### src/verilog/hw_cfg_params.svh
`ifndef HW_CFG_PARAMS_SVH
`define HW_CFG_PARAMS_SVH

// Contract
// - Pattern select picks channel transmit source
// - Global attenuator select; 00 disables it
// - 01: receive path, broad, 64-bit FIFO
// - 10: receive path, narrow, 128-bit FIFO
// - 11: transmit path, narrow, 128-bit FIFO
// - Ternary hardware mode: gain 0 or 26 dB
// - Loopback select: none, analog, digital, remote
// - No in-band loopback in hardware mode
// - Driver high-impedance control acts on both drivers
// - Edge select: low rising, high falling
// - Ternary hardware mode: short or long haul

// ==========================================================
// Register map (byte addresses)
`define HWCFG_CTRL_OFS 12'h000
`define HWCFG_SWCFG_OFS 12'h004
`define HWCFG_CHSTAT_OFS 12'h008
`define HWCFG_GLBSTAT_OFS 12'h00C
`define HWCFG_PINS_OFS 12'h010

// ==========================================================
// Field positions and widths
`define HWCFG_CTRL_HWMODE_BIT 0
`define HWCFG_CTRL_TERNARY_BIT 1
`define HWCFG_CTRL_W 2
`define HWCFG_SWCFG_INBAND_BIT 16
`define HWCFG_SWCFG_W 17
`define HWCFG_PINS_W 16
`define HWCFG_PINS_EDGE_BIT 15
`define HWCFG_PINS_HIZ_BIT 14
`define HWCFG_PINS_JA_LSB 12
`define HWCFG_PINS_CH1_LSB 6
`define HWCFG_PINS_CH0_LSB 0
`define HWCFG_CHSTAT_CH0_LSB 0
`define HWCFG_CHSTAT_CH1_LSB 16
`define HWCFG_GLBSTAT_JA_LSB 0
`define HWCFG_GLBSTAT_EDGE_BIT 16
`define HWCFG_GLBSTAT_INBAND_BIT 17

// ==========================================================
// Reset values
`define HWCFG_CTRL_RST 2'h3
`define HWCFG_SWCFG_RST 17'h04000

// ==========================================================
// Attenuator FIFO depths in bits
`define HWCFG_JA_FIFO_NONE 8'h00
`define HWCFG_JA_FIFO_BROAD 8'h40
`define HWCFG_JA_FIFO_NARROW 8'h80

`endif

### src/verilog/hw_cfg_pkg.sv
package hw_cfg_pkg;

  // ==========================================================
  // Encodings of the selector pins
  typedef enum logic [1:0] {
    TX_NORMAL = 2'h0,
    TX_ALL_ONES = 2'h1,
    TX_PRBS = 2'h2,
    TX_POWER_DOWN = 2'h3
  } txPattern_t;

  typedef enum logic [1:0] {
    LOOP_NONE = 2'h0,
    LOOP_ANALOG = 2'h1,
    LOOP_DIGITAL = 2'h2,
    LOOP_REMOTE = 2'h3
  } loopback_t;

  typedef enum logic [1:0] {
    JA_OFF = 2'h0,
    JA_RX_BROAD = 2'h1,
    JA_RX_NARROW = 2'h2,
    JA_TX_NARROW = 2'h3
  } jaSel_t;

  // ==========================================================
  // Pin bundles
  typedef struct packed {
    txPattern_t txPatternSel;
    loopback_t loopbackSel;
    logic rxMonitorGainSel;
    logic haulModeSel;
  } chanPins_t;

  typedef struct packed {
    logic rxClockEdgeSel;
    logic txDriverHiz;
    jaSel_t jitterAttenSel;
    chanPins_t [1:0] chan;
  } cfgPins_t;

  // ==========================================================
  // Decoded settings
  typedef struct packed {
    txPattern_t txSource;
    logic txPowerDown;
    logic txDriverEn;
    loopback_t loopMode;
    logic monitorGain26dB;
    logic longHaul;
  } chanCfg_t;

  typedef struct packed {
    logic enable;
    logic inTxPath;
    logic narrowBw;
    logic [7:0] fifoDepth;
  } jaCfg_t;

  // ==========================================================
  // Registers and module state
  typedef struct packed {
    logic ternaryIf;
    logic hwMode;
  } ctrl_t;

  typedef struct packed {
    logic inbandEn;
    cfgPins_t cfg;
  } swCfg_t;

  typedef struct packed {
    ctrl_t ctrl;
    swCfg_t sw;
    cfgPins_t pinsR;
    logic [31:0] rdata;
    logic ready;
    logic slvErr;
    logic rxClkFalling;
    logic inbandEn;
  } mainState_t;

endpackage : hw_cfg_pkg

### src/verilog/channel_cfg_decode.sv
`include "hw_cfg_params.svh"

module channel_cfg_decode (
  // Clock and reset
  input logic clk,
  input logic rstn,
  // Selected settings for this channel
  input hw_cfg_pkg::chanPins_t pins,
  input logic analogSelEn,
  input logic driverHiz,
  // Decoded settings
  output hw_cfg_pkg::chanCfg_t cfg
);

  localparam hw_cfg_pkg::chanCfg_t CFG_RST = '{
    txSource: hw_cfg_pkg::TX_POWER_DOWN,
    txPowerDown: 1'b1,
    txDriverEn: 1'b0,
    loopMode: hw_cfg_pkg::LOOP_NONE,
    monitorGain26dB: 1'b0,
    longHaul: 1'b0
  };

  hw_cfg_pkg::chanCfg_t cfg_r;
  hw_cfg_pkg::chanCfg_t cfg_nxt;

  function automatic logic isPowerDown(input hw_cfg_pkg::txPattern_t sel);
    return sel == hw_cfg_pkg::TX_POWER_DOWN;
  endfunction : isPowerDown

  // ==========================================================
  // Decode
  always_comb begin
    cfg_nxt.txSource = pins.txPatternSel;
    cfg_nxt.txPowerDown = isPowerDown(pins.txPatternSel);
    // A powered-down transmitter never drives, whatever the hi-z control says
    cfg_nxt.txDriverEn = !driverHiz && !isPowerDown(pins.txPatternSel);
    cfg_nxt.loopMode = pins.loopbackSel;
    cfg_nxt.monitorGain26dB = analogSelEn && pins.rxMonitorGainSel;
    cfg_nxt.longHaul = analogSelEn && pins.haulModeSel;
  end

  always_ff @(posedge clk) begin
    if (!rstn) begin
      cfg_r <= CFG_RST;
    end else begin
      cfg_r <= cfg_nxt;
    end
  end

  assign cfg = cfg_r;
endmodule : channel_cfg_decode

### src/verilog/jitter_atten_decode.sv
`include "hw_cfg_params.svh"

module jitter_atten_decode (
  // Clock and reset
  input logic clk,
  input logic rstn,
  // Global attenuator select
  input hw_cfg_pkg::jaSel_t sel,
  // Decoded attenuator settings
  output hw_cfg_pkg::jaCfg_t cfg
);

  localparam hw_cfg_pkg::jaCfg_t CFG_RST = '{
    enable: 1'b0,
    inTxPath: 1'b0,
    narrowBw: 1'b0,
    fifoDepth: `HWCFG_JA_FIFO_NONE
  };

  hw_cfg_pkg::jaCfg_t cfg_r;
  hw_cfg_pkg::jaCfg_t cfg_nxt;

  // ==========================================================
  // Decode
  always_comb begin
    cfg_nxt = CFG_RST;
    unique case (sel)
      hw_cfg_pkg::JA_OFF: begin
        cfg_nxt = CFG_RST;
      end
      hw_cfg_pkg::JA_RX_BROAD: begin
        cfg_nxt.enable = 1'b1;
        cfg_nxt.fifoDepth = `HWCFG_JA_FIFO_BROAD;
      end
      hw_cfg_pkg::JA_RX_NARROW: begin
        cfg_nxt.enable = 1'b1;
        cfg_nxt.narrowBw = 1'b1;
        cfg_nxt.fifoDepth = `HWCFG_JA_FIFO_NARROW;
      end
      hw_cfg_pkg::JA_TX_NARROW: begin
        cfg_nxt.enable = 1'b1;
        cfg_nxt.inTxPath = 1'b1;
        cfg_nxt.narrowBw = 1'b1;
        cfg_nxt.fifoDepth = `HWCFG_JA_FIFO_NARROW;
      end
    endcase
  end

  always_ff @(posedge clk) begin
    if (!rstn) begin
      cfg_r <= CFG_RST;
    end else begin
      cfg_r <= cfg_nxt;
    end
  end

  assign cfg = cfg_r;
endmodule : jitter_atten_decode

### src/verilog/hw_mode_config_pin_decoder.sv
// Our own choices: the placing of the registers and register access over APB.
`include "hw_cfg_params.svh"

module hw_mode_config_pin_decoder (
  // Clock and reset
  input logic clk,
  input logic rstn,
  // APB slave
  input logic [11:0] paddr,
  input logic psel,
  input logic penable,
  input logic pwrite,
  input logic [31:0] pwdata,
  output logic [31:0] prdata,
  output logic pready,
  output logic pslverr,
  // Configuration pins
  input hw_cfg_pkg::cfgPins_t cfgPins,
  // Decoded per-channel settings
  output hw_cfg_pkg::chanCfg_t [1:0] chanCfg,
  // Decoded global settings
  output hw_cfg_pkg::jaCfg_t jaCfg,
  output logic rxClkFalling,
  output logic inbandLoopEn
);

  localparam hw_cfg_pkg::mainState_t MAIN_RST = '{
    ctrl: hw_cfg_pkg::ctrl_t'(`HWCFG_CTRL_RST),
    sw: hw_cfg_pkg::swCfg_t'(`HWCFG_SWCFG_RST),
    pinsR: '0,
    rdata: 32'h0000_0000,
    ready: 1'b0,
    slvErr: 1'b0,
    rxClkFalling: 1'b0,
    inbandEn: 1'b0
  };

  hw_cfg_pkg::mainState_t s_r;
  hw_cfg_pkg::mainState_t s_nxt;
  hw_cfg_pkg::cfgPins_t effCfg;
  logic analogSelEn;
  logic [31:0] rdWord;
  logic setupPhase;
  logic accessDone;

  function automatic logic addrMapped(input logic [11:0] addr);
    return addr == `HWCFG_CTRL_OFS || addr == `HWCFG_SWCFG_OFS
      || addr == `HWCFG_CHSTAT_OFS || addr == `HWCFG_GLBSTAT_OFS
      || addr == `HWCFG_PINS_OFS;
  endfunction : addrMapped

  // ==========================================================
  // Source selection
  // Pins rule in hardware mode; the software image stands in otherwise
  always_comb begin
    effCfg = s_r.ctrl.hwMode ? s_r.pinsR : s_r.sw.cfg;
    // Gain and haul pins only mean something with the ternary interface
    analogSelEn = !s_r.ctrl.hwMode || s_r.ctrl.ternaryIf;
  end

  // ==========================================================
  // Per-channel and attenuator decoders
  for (genvar ch = 0; ch < 2; ch++) begin : gChan
    channel_cfg_decode uChan (
      .clk(clk),
      .rstn(rstn),
      .pins(effCfg.chan[ch]),
      .analogSelEn(analogSelEn),
      .driverHiz(effCfg.txDriverHiz),
      .cfg(chanCfg[ch])
    );
  end

  jitter_atten_decode uJa (
    .clk(clk),
    .rstn(rstn),
    .sel(effCfg.jitterAttenSel),
    .cfg(jaCfg)
  );

  // ==========================================================
  // Read mux
  always_comb begin
    rdWord = 32'h0000_0000;
    unique case (paddr)
      `HWCFG_CTRL_OFS: begin
        rdWord[`HWCFG_CTRL_W-1:0] = s_r.ctrl;
      end
      `HWCFG_SWCFG_OFS: begin
        rdWord[`HWCFG_SWCFG_W-1:0] = s_r.sw;
      end
      `HWCFG_CHSTAT_OFS: begin
        rdWord[`HWCFG_CHSTAT_CH0_LSB +: $bits(hw_cfg_pkg::chanCfg_t)] = chanCfg[0];
        rdWord[`HWCFG_CHSTAT_CH1_LSB +: $bits(hw_cfg_pkg::chanCfg_t)] = chanCfg[1];
      end
      `HWCFG_GLBSTAT_OFS: begin
        rdWord[`HWCFG_GLBSTAT_JA_LSB +: $bits(hw_cfg_pkg::jaCfg_t)] = jaCfg;
        rdWord[`HWCFG_GLBSTAT_EDGE_BIT] = s_r.rxClkFalling;
        rdWord[`HWCFG_GLBSTAT_INBAND_BIT] = s_r.inbandEn;
      end
      `HWCFG_PINS_OFS: begin
        rdWord[`HWCFG_PINS_W-1:0] = s_r.pinsR;
      end
      default: begin
        rdWord = 32'h0000_0000;
      end
    endcase
  end

  // ==========================================================
  // Next state
  assign setupPhase = psel && !penable;
  assign accessDone = psel && penable && s_r.ready;

  always_comb begin
    s_nxt = s_r;
    // Pins are static straps; each field but the pattern select, which also gates txDriverEn, feeds only its own setting
    s_nxt.pinsR = cfgPins;
    // One wait-free access phase: answer is prepared during setup
    s_nxt.ready = setupPhase;
    s_nxt.slvErr = setupPhase && !addrMapped(paddr);
    if (setupPhase && !pwrite) begin
      s_nxt.rdata = rdWord;
    end
    if (accessDone && pwrite && addrMapped(paddr)) begin
      unique case (paddr)
        `HWCFG_CTRL_OFS: begin
          s_nxt.ctrl = hw_cfg_pkg::ctrl_t'(pwdata[`HWCFG_CTRL_W-1:0]);
        end
        `HWCFG_SWCFG_OFS: begin
          s_nxt.sw = hw_cfg_pkg::swCfg_t'(pwdata[`HWCFG_SWCFG_W-1:0]);
        end
        default: begin
          s_nxt.sw = s_r.sw;
        end
      endcase
    end
    s_nxt.rxClkFalling = effCfg.rxClockEdgeSel;
    // In-band loopback exists only under software control
    s_nxt.inbandEn = !s_r.ctrl.hwMode && s_r.sw.inbandEn;
  end

  always_ff @(posedge clk) begin
    if (!rstn) begin
      s_r <= MAIN_RST;
    end else begin
      s_r <= s_nxt;
    end
  end

  // ==========================================================
  // Outputs
  assign prdata = s_r.rdata;
  assign pready = s_r.ready;
  assign pslverr = s_r.slvErr;
  assign rxClkFalling = s_r.rxClkFalling;
  assign inbandLoopEn = s_r.inbandEn;
endmodule : hw_mode_config_pin_decoder

### config.mk
export PLATFORM = sky130hd
export DESIGN_NAME = hw_mode_config_pin_decoder
export DESIGN_NICKNAME = d
export VERILOG_FILES = /design/src/verilog/hw_cfg_pkg.sv /design/src/verilog/channel_cfg_decode.sv /design/src/verilog/jitter_atten_decode.sv /design/src/verilog/hw_mode_config_pin_decoder.sv
export VERILOG_INCLUDE_DIRS = /design/src /design/src/verilog
export SDC_FILE = /design/constraint.sdc
export NUM_CORES = 1
export LEC_CHECK = 0
export BUFFER_PORTS_ARGS = -buffer_cell sky130_fd_sc_hd__buf_2
export CAP_MARGIN = 15
export CORE_MARGIN = 2
export CORE_UTILIZATION = 45
export CTS_CLUSTER_DIAMETER = 30
export CTS_CLUSTER_SIZE = 30
export DETAILED_ROUTE_END_ITERATION = 10
export PLACE_DENSITY = 0.79
export SKIP_LAST_GASP = 1
export SYNTH_ARGS = -nofsm -noshare
export SYNTH_HDL_FRONTEND = slang
export SYNTH_SLANG_ARGS = --single-unit
export TNS_END_PERCENT = 1
### constraint.sdc
create_clock -name clk -period 2.97 [get_ports clk]
set_input_delay 0.1485 -clock clk [delete_from_list [all_inputs] [get_ports clk]]
set_output_delay 0.1485 -clock clk [all_outputs]
set_load 0.02 [all_outputs]
; Yosys cells after proc, flatten, opt, wreduce, memory -nomap -nowiden
; Index checks and enable logic that the tools add are counted.
[op_classes]
eq_ne = 9
mux = 12
reduce_logical = 32
[ops]
columns = cell, n
row1 = "12-bit by 4-bit equality test with 1-bit output, second input constant", 2
row2 = 6-bit one-hot mux with 4 select lines, 1
row3 = 8-bit one-hot mux with 3 select lines, 1
row4 = 16-bit 2-to-1 mux, 1
row5 = 1-bit logical AND, 14
row6 = "12-bit by 3-bit equality test with 1-bit output, second input constant", 1
row7 = "12-bit by 5-bit equality test with 1-bit output, second input constant", 1
row8 = 12-bit logical NOT, 1
row9 = 2-bit one-hot mux with 5 select lines, 1
row10 = 5-bit one-hot mux with 2 select lines, 1
row11 = 3-bit one-hot mux with 3 select lines, 1
row12 = "2-bit equality test, second input constant", 4
row13 = 1-bit logical NOT, 7
row14 = 6-bit 2-to-1 mux, 1
row15 = 1-bit logical OR, 5
row16 = 1-bit one-hot mux with 2 select lines, 2
row17 = 2-bit AND reduction, 2
row18 = 1-bit one-hot mux with 3 select lines, 1
row19 = 3-bit OR reduction, 1
row20 = "2-bit by 1-bit equality test with 1-bit output, second input constant", 1
row21 = 2-bit logical NOT, 1
row22 = 1-bit 2-to-1 mux, 2
row23 = 2-bit OR reduction, 1
[totals]
reg_bits = 90
input_bits = 65
out_inout_bits = 63
wordCells = 99

; Depth between registers and ports, before layout
[logic_depth]
word_depth = 7
depth_mapped = 7
depth_no_buf = 4

; Modules after synthesis
; From an unflattened synthesis, not the netlist that was laid out.
[unflattened]
cells_unflattened = 383
area_unflattened_um2 = 3728.6
[modules_own_cells]
columns = mod, instances, cells_per_inst, area_each_um2, seq_area_each_um2
row1 = hw_mode_config_pin_decoder, 1, 335, 3105.5, 1261.2
row2 = channel_cfg_decode, 2, 16, 227.7, 160.2
row3 = jitter_atten_decode, 1, 16, 167.7, 80.1

; Worst setup path after synthesis
; OpenSTA, ideal clock, no wires.
[synth_path]
path_type = input to register
startpoint = in paddr[10]
endpoint = reg s_r[52] (netlist bit)
setup_ps = 72
arrival_ps = 1763
t_required_ps = 2898
path_slack_ps = 1136
stages = 7
n_path_buf = 3
cell_sequence = or4_4 > buf_6 > nor4_4 > and2b_1 > buf_6 > buf_12 > mux2i_1
[synth_between]
elab_chain_len = 7
word_cells_on_any_way = 11
classes_between = eq/ne (4) / reduce/logical (7)
[synth_lines]
columns = item, line
row1 = start: declaration, hw_mode_config_pin_decoder.sv:9  ; input logic [11:0] paddr,
row2 = 12-bit by 3-bit equality test with 1-bit output or 12-bit logical NOT (tied branches), -
row3 = 1-bit logical OR (no source line) (4 in series), -
row4 = 1-bit logical AND, hw_mode_config_pin_decoder.sv:125  ; if (accessDone && pwrite && addrMapped(paddr)) begin
row5 = 2-bit AND reduction (no source line) (*), -
row6 = end signal: assignment, hw_mode_config_pin_decoder.sv:147  ; s_r <= s_nxt;
row7 = end: declaration, hw_mode_config_pin_decoder.sv:38  ; hw_cfg_pkg::mainState_t s_r;
; Every way passes the cells marked *; elsewhere a longest branch is shown, timed or not.
; A chain may end at the register's enable or synchronous reset.

; Final worst setup path
[layout_path]
startpoint = in paddr[4]
endpoint = reg s_r[54] (netlist bit)
; Same word-level chain as after synthesis.

==> run metrics <==
GRT Resource Usage Total 0.197; CP Capture Type register; Pre-antenna DRT Iters 5; #FFs+latches synth 83; clk_lat worst skew 0.37 ns; Avg Inst Size Synth 9.25 um2; GP Congestion 0.844; full die area 0.00899 mm2; io pins 128; Slew Viols, Final 0; YS warnings 0; share of the synthesized area in the top cell type 0.448; slew margin rel. 0.445; area delta synth->final 16.6%; htree depth 3; vias in the first global route 2,811; crit path time final 1.91 ns; Final setup viols 0; dpl cell area 0.00401 mm2; leakage power 1.85 nW; Crit path arrival time 2.20 ns; slack of the critical path 1.06 ns; layout cell share with drive strength beyond 1 0.272; CTS sink cnt 83; initial antenna violation count 0; CP Max Fanout 15; Post-synth EDFFs 0; Netlist cell types 45; Post-Place Setup Slack 0.721 ns; initial drt markers 233; first-pass GRT wire length 13.6 mm; Cell Count, Final, Fillers Out 586; routed wire length 8.70 mm; unrepaired setup endpoints after global routing no; Seq/Total Area, Yosys 0.448; # fillers 769; Initial Util 0.458; Chip Width 94.8 um; actual slew at the worst max-slew pin 0.832 ns; worst hold stages 2; Die Height 94.8 um; reg2reg end gChan[1].uChan.cfg[4]; global route total overflow 0; Synth Flop Type dfxtp_1; Post-synth top cells 83 x dfxtp_1, 56 x nand2_1, 39 x buf_4, 31 x mux2i_1, 26 x o21ai_0; I/O Buffers 98; status complete, no violations; clk buf depth 2; critical path type primary input to register; CTS tree done; Max Cap Viol 0; Core Region 0.00809 mm2; row count 33; crit share post-route 0.643; DP Wirelength 6.22 mm; post-route cell area 0.00433 mm2; Tot Pwr 2.14 mW; DR vias/cell 5.04; Vias 2,951; HP Class primary input to register; Hold Worst Slack 0.00434 ns; ANT cells 0; Root Buffer clkbuf_8; Util after Layout 0.534; Clock Skew 0.0116 ns; Worst Hold Path EP s_r[45]; top cells by area, synth dfxtp_1 45%, mux2i_1 8.4%, buf_4 7.9%; CTS Buf Count 9; post-synthesis cell area 0.00371 mm2; Synth async-reset ratio 0; area leader, netlist dfxtp_1; antenna viol nets, final 0; Placed Cells 557; flop2flop setup slack 1.34 ns; pin count of the biggest net entering global routing 93; most frequent cell after synthesis dfxtp_1; Worst R2R Start s_r[69]; peak supply drop 0.199 mV; TNS Setup 0 ns; Mapped Cells 401; Reg2Reg Depth 3; Hold Violations, Final 0; hold wc startpoint cfgPins[9]; WL per Instance 14.9 um; Worst-path clk slew 0.09 ns; Layout Nets 541; # DRC 0; startpoint types primary input; Max Clock Freq 524 MHz; CP required 3.26 ns; PD cells 494 mW/mm2
## flip-flops by register name, summed over array words and instances, names as in the netlist
signal,flops
pready,1
uJa.cfg,4
s_r,35
rxClkFalling,1
pslverr,1
inbandLoopEn,1
gChan.uChan.cfg,16
prdata,24
## where the power goes
group | switching (mW) | internal [mW]
Clock | 0.431 | 0.335
Sequential | 0.0187 | 1.14
Combinational | 0.126 | 0.0852
Total | 0.576 | 1.56
## critical path: stages
cell and delay, ns:
buf_2 0.17, or3_1 0.52, nor4_4 0.53, and2b_1 0.27
buf_4 0.31, mux2i_1 0.23
## kinds of logic after synthesis
group	share of synthesized area
and+or+nand+nor	0.218
DFF	0.448
buffers and inverters	0.117
AOI/OAI and AO/OA	0.115
muxes	0.0958
adders and majority gates	0.00270
other	0.00101
xor gates and xnor gates	0.00236
## layout make-up
cell class / instances / area, um2 / share of cell area
clock buffers: 10 / 138 / 0.0318
clock inverters: 6 / 48.8 / 0.0113
inverters: 2 / 7.51 / 0.00174
multi-input cells: 263 / 1670 / 0.387
flip-flops and latches: 83 / 1660 / 0.384
well taps: 105 / 131 / 0.0304
repair buffers: 117 / 666 / 0.154
## how the worst max path moves through the flow
stage          cells after the start          to  startpoint
2_1_floorplan                      7     s_r[52]   paddr[10]
3_3_place_gp                       6     s_r[60]   paddr[10]
3_5_place_dp                       6     s_r[54]   paddr[10]
4_1_cts                            6     s_r[54]   paddr[10]
5_1_grt                            6  prdata[12]    paddr[2]
6_report                           6     s_r[54]    paddr[4]
## layout by cell type, fill, tap and decap left out, drive strengths merged, types with 4 or more instances in the layout
cell type / count
buf: 104
dfxtp: 83
nand2: 56
mux2i: 31
o21ai: 26
and2: 18
nor2b: 15
conb: 14
dlygate4sd3: 13
nand3b: 10
clkbuf: 10
nand4: 9
nor2: 8
a22oi: 8
a21oi: 8
a22o: 7
nand2b: 6
nand3: 6
a21boi: 6
mux2: 4
nor4: 4
inv: 4
## routing by layer
| metal | vias to the layer above | part of all wire | global-route usage |
|---|---|---|---|
| met5 | - | 0 | 0 |
| met4 | 0 | 0.012 | 0.0833 |
| met3 | 10 | 0.078 | 0.0607 |
| met2 | 103 | 0.47 | 0.320 |
| met1 | 1351 | 0.45 | 0.241 |
| li1 | 1487 | - | - |
## what timing repair did
| action | CTS | global route |
|---|---|---|
| gates resized for setup | 0 | 0 |
| endpoints found under the hold margin | 13 | 0 |
| hold buffers | 13 | 0 |
| buffers inserted | 0 | 0 |
Note: power is estimated with default switching activity, not from simulation.
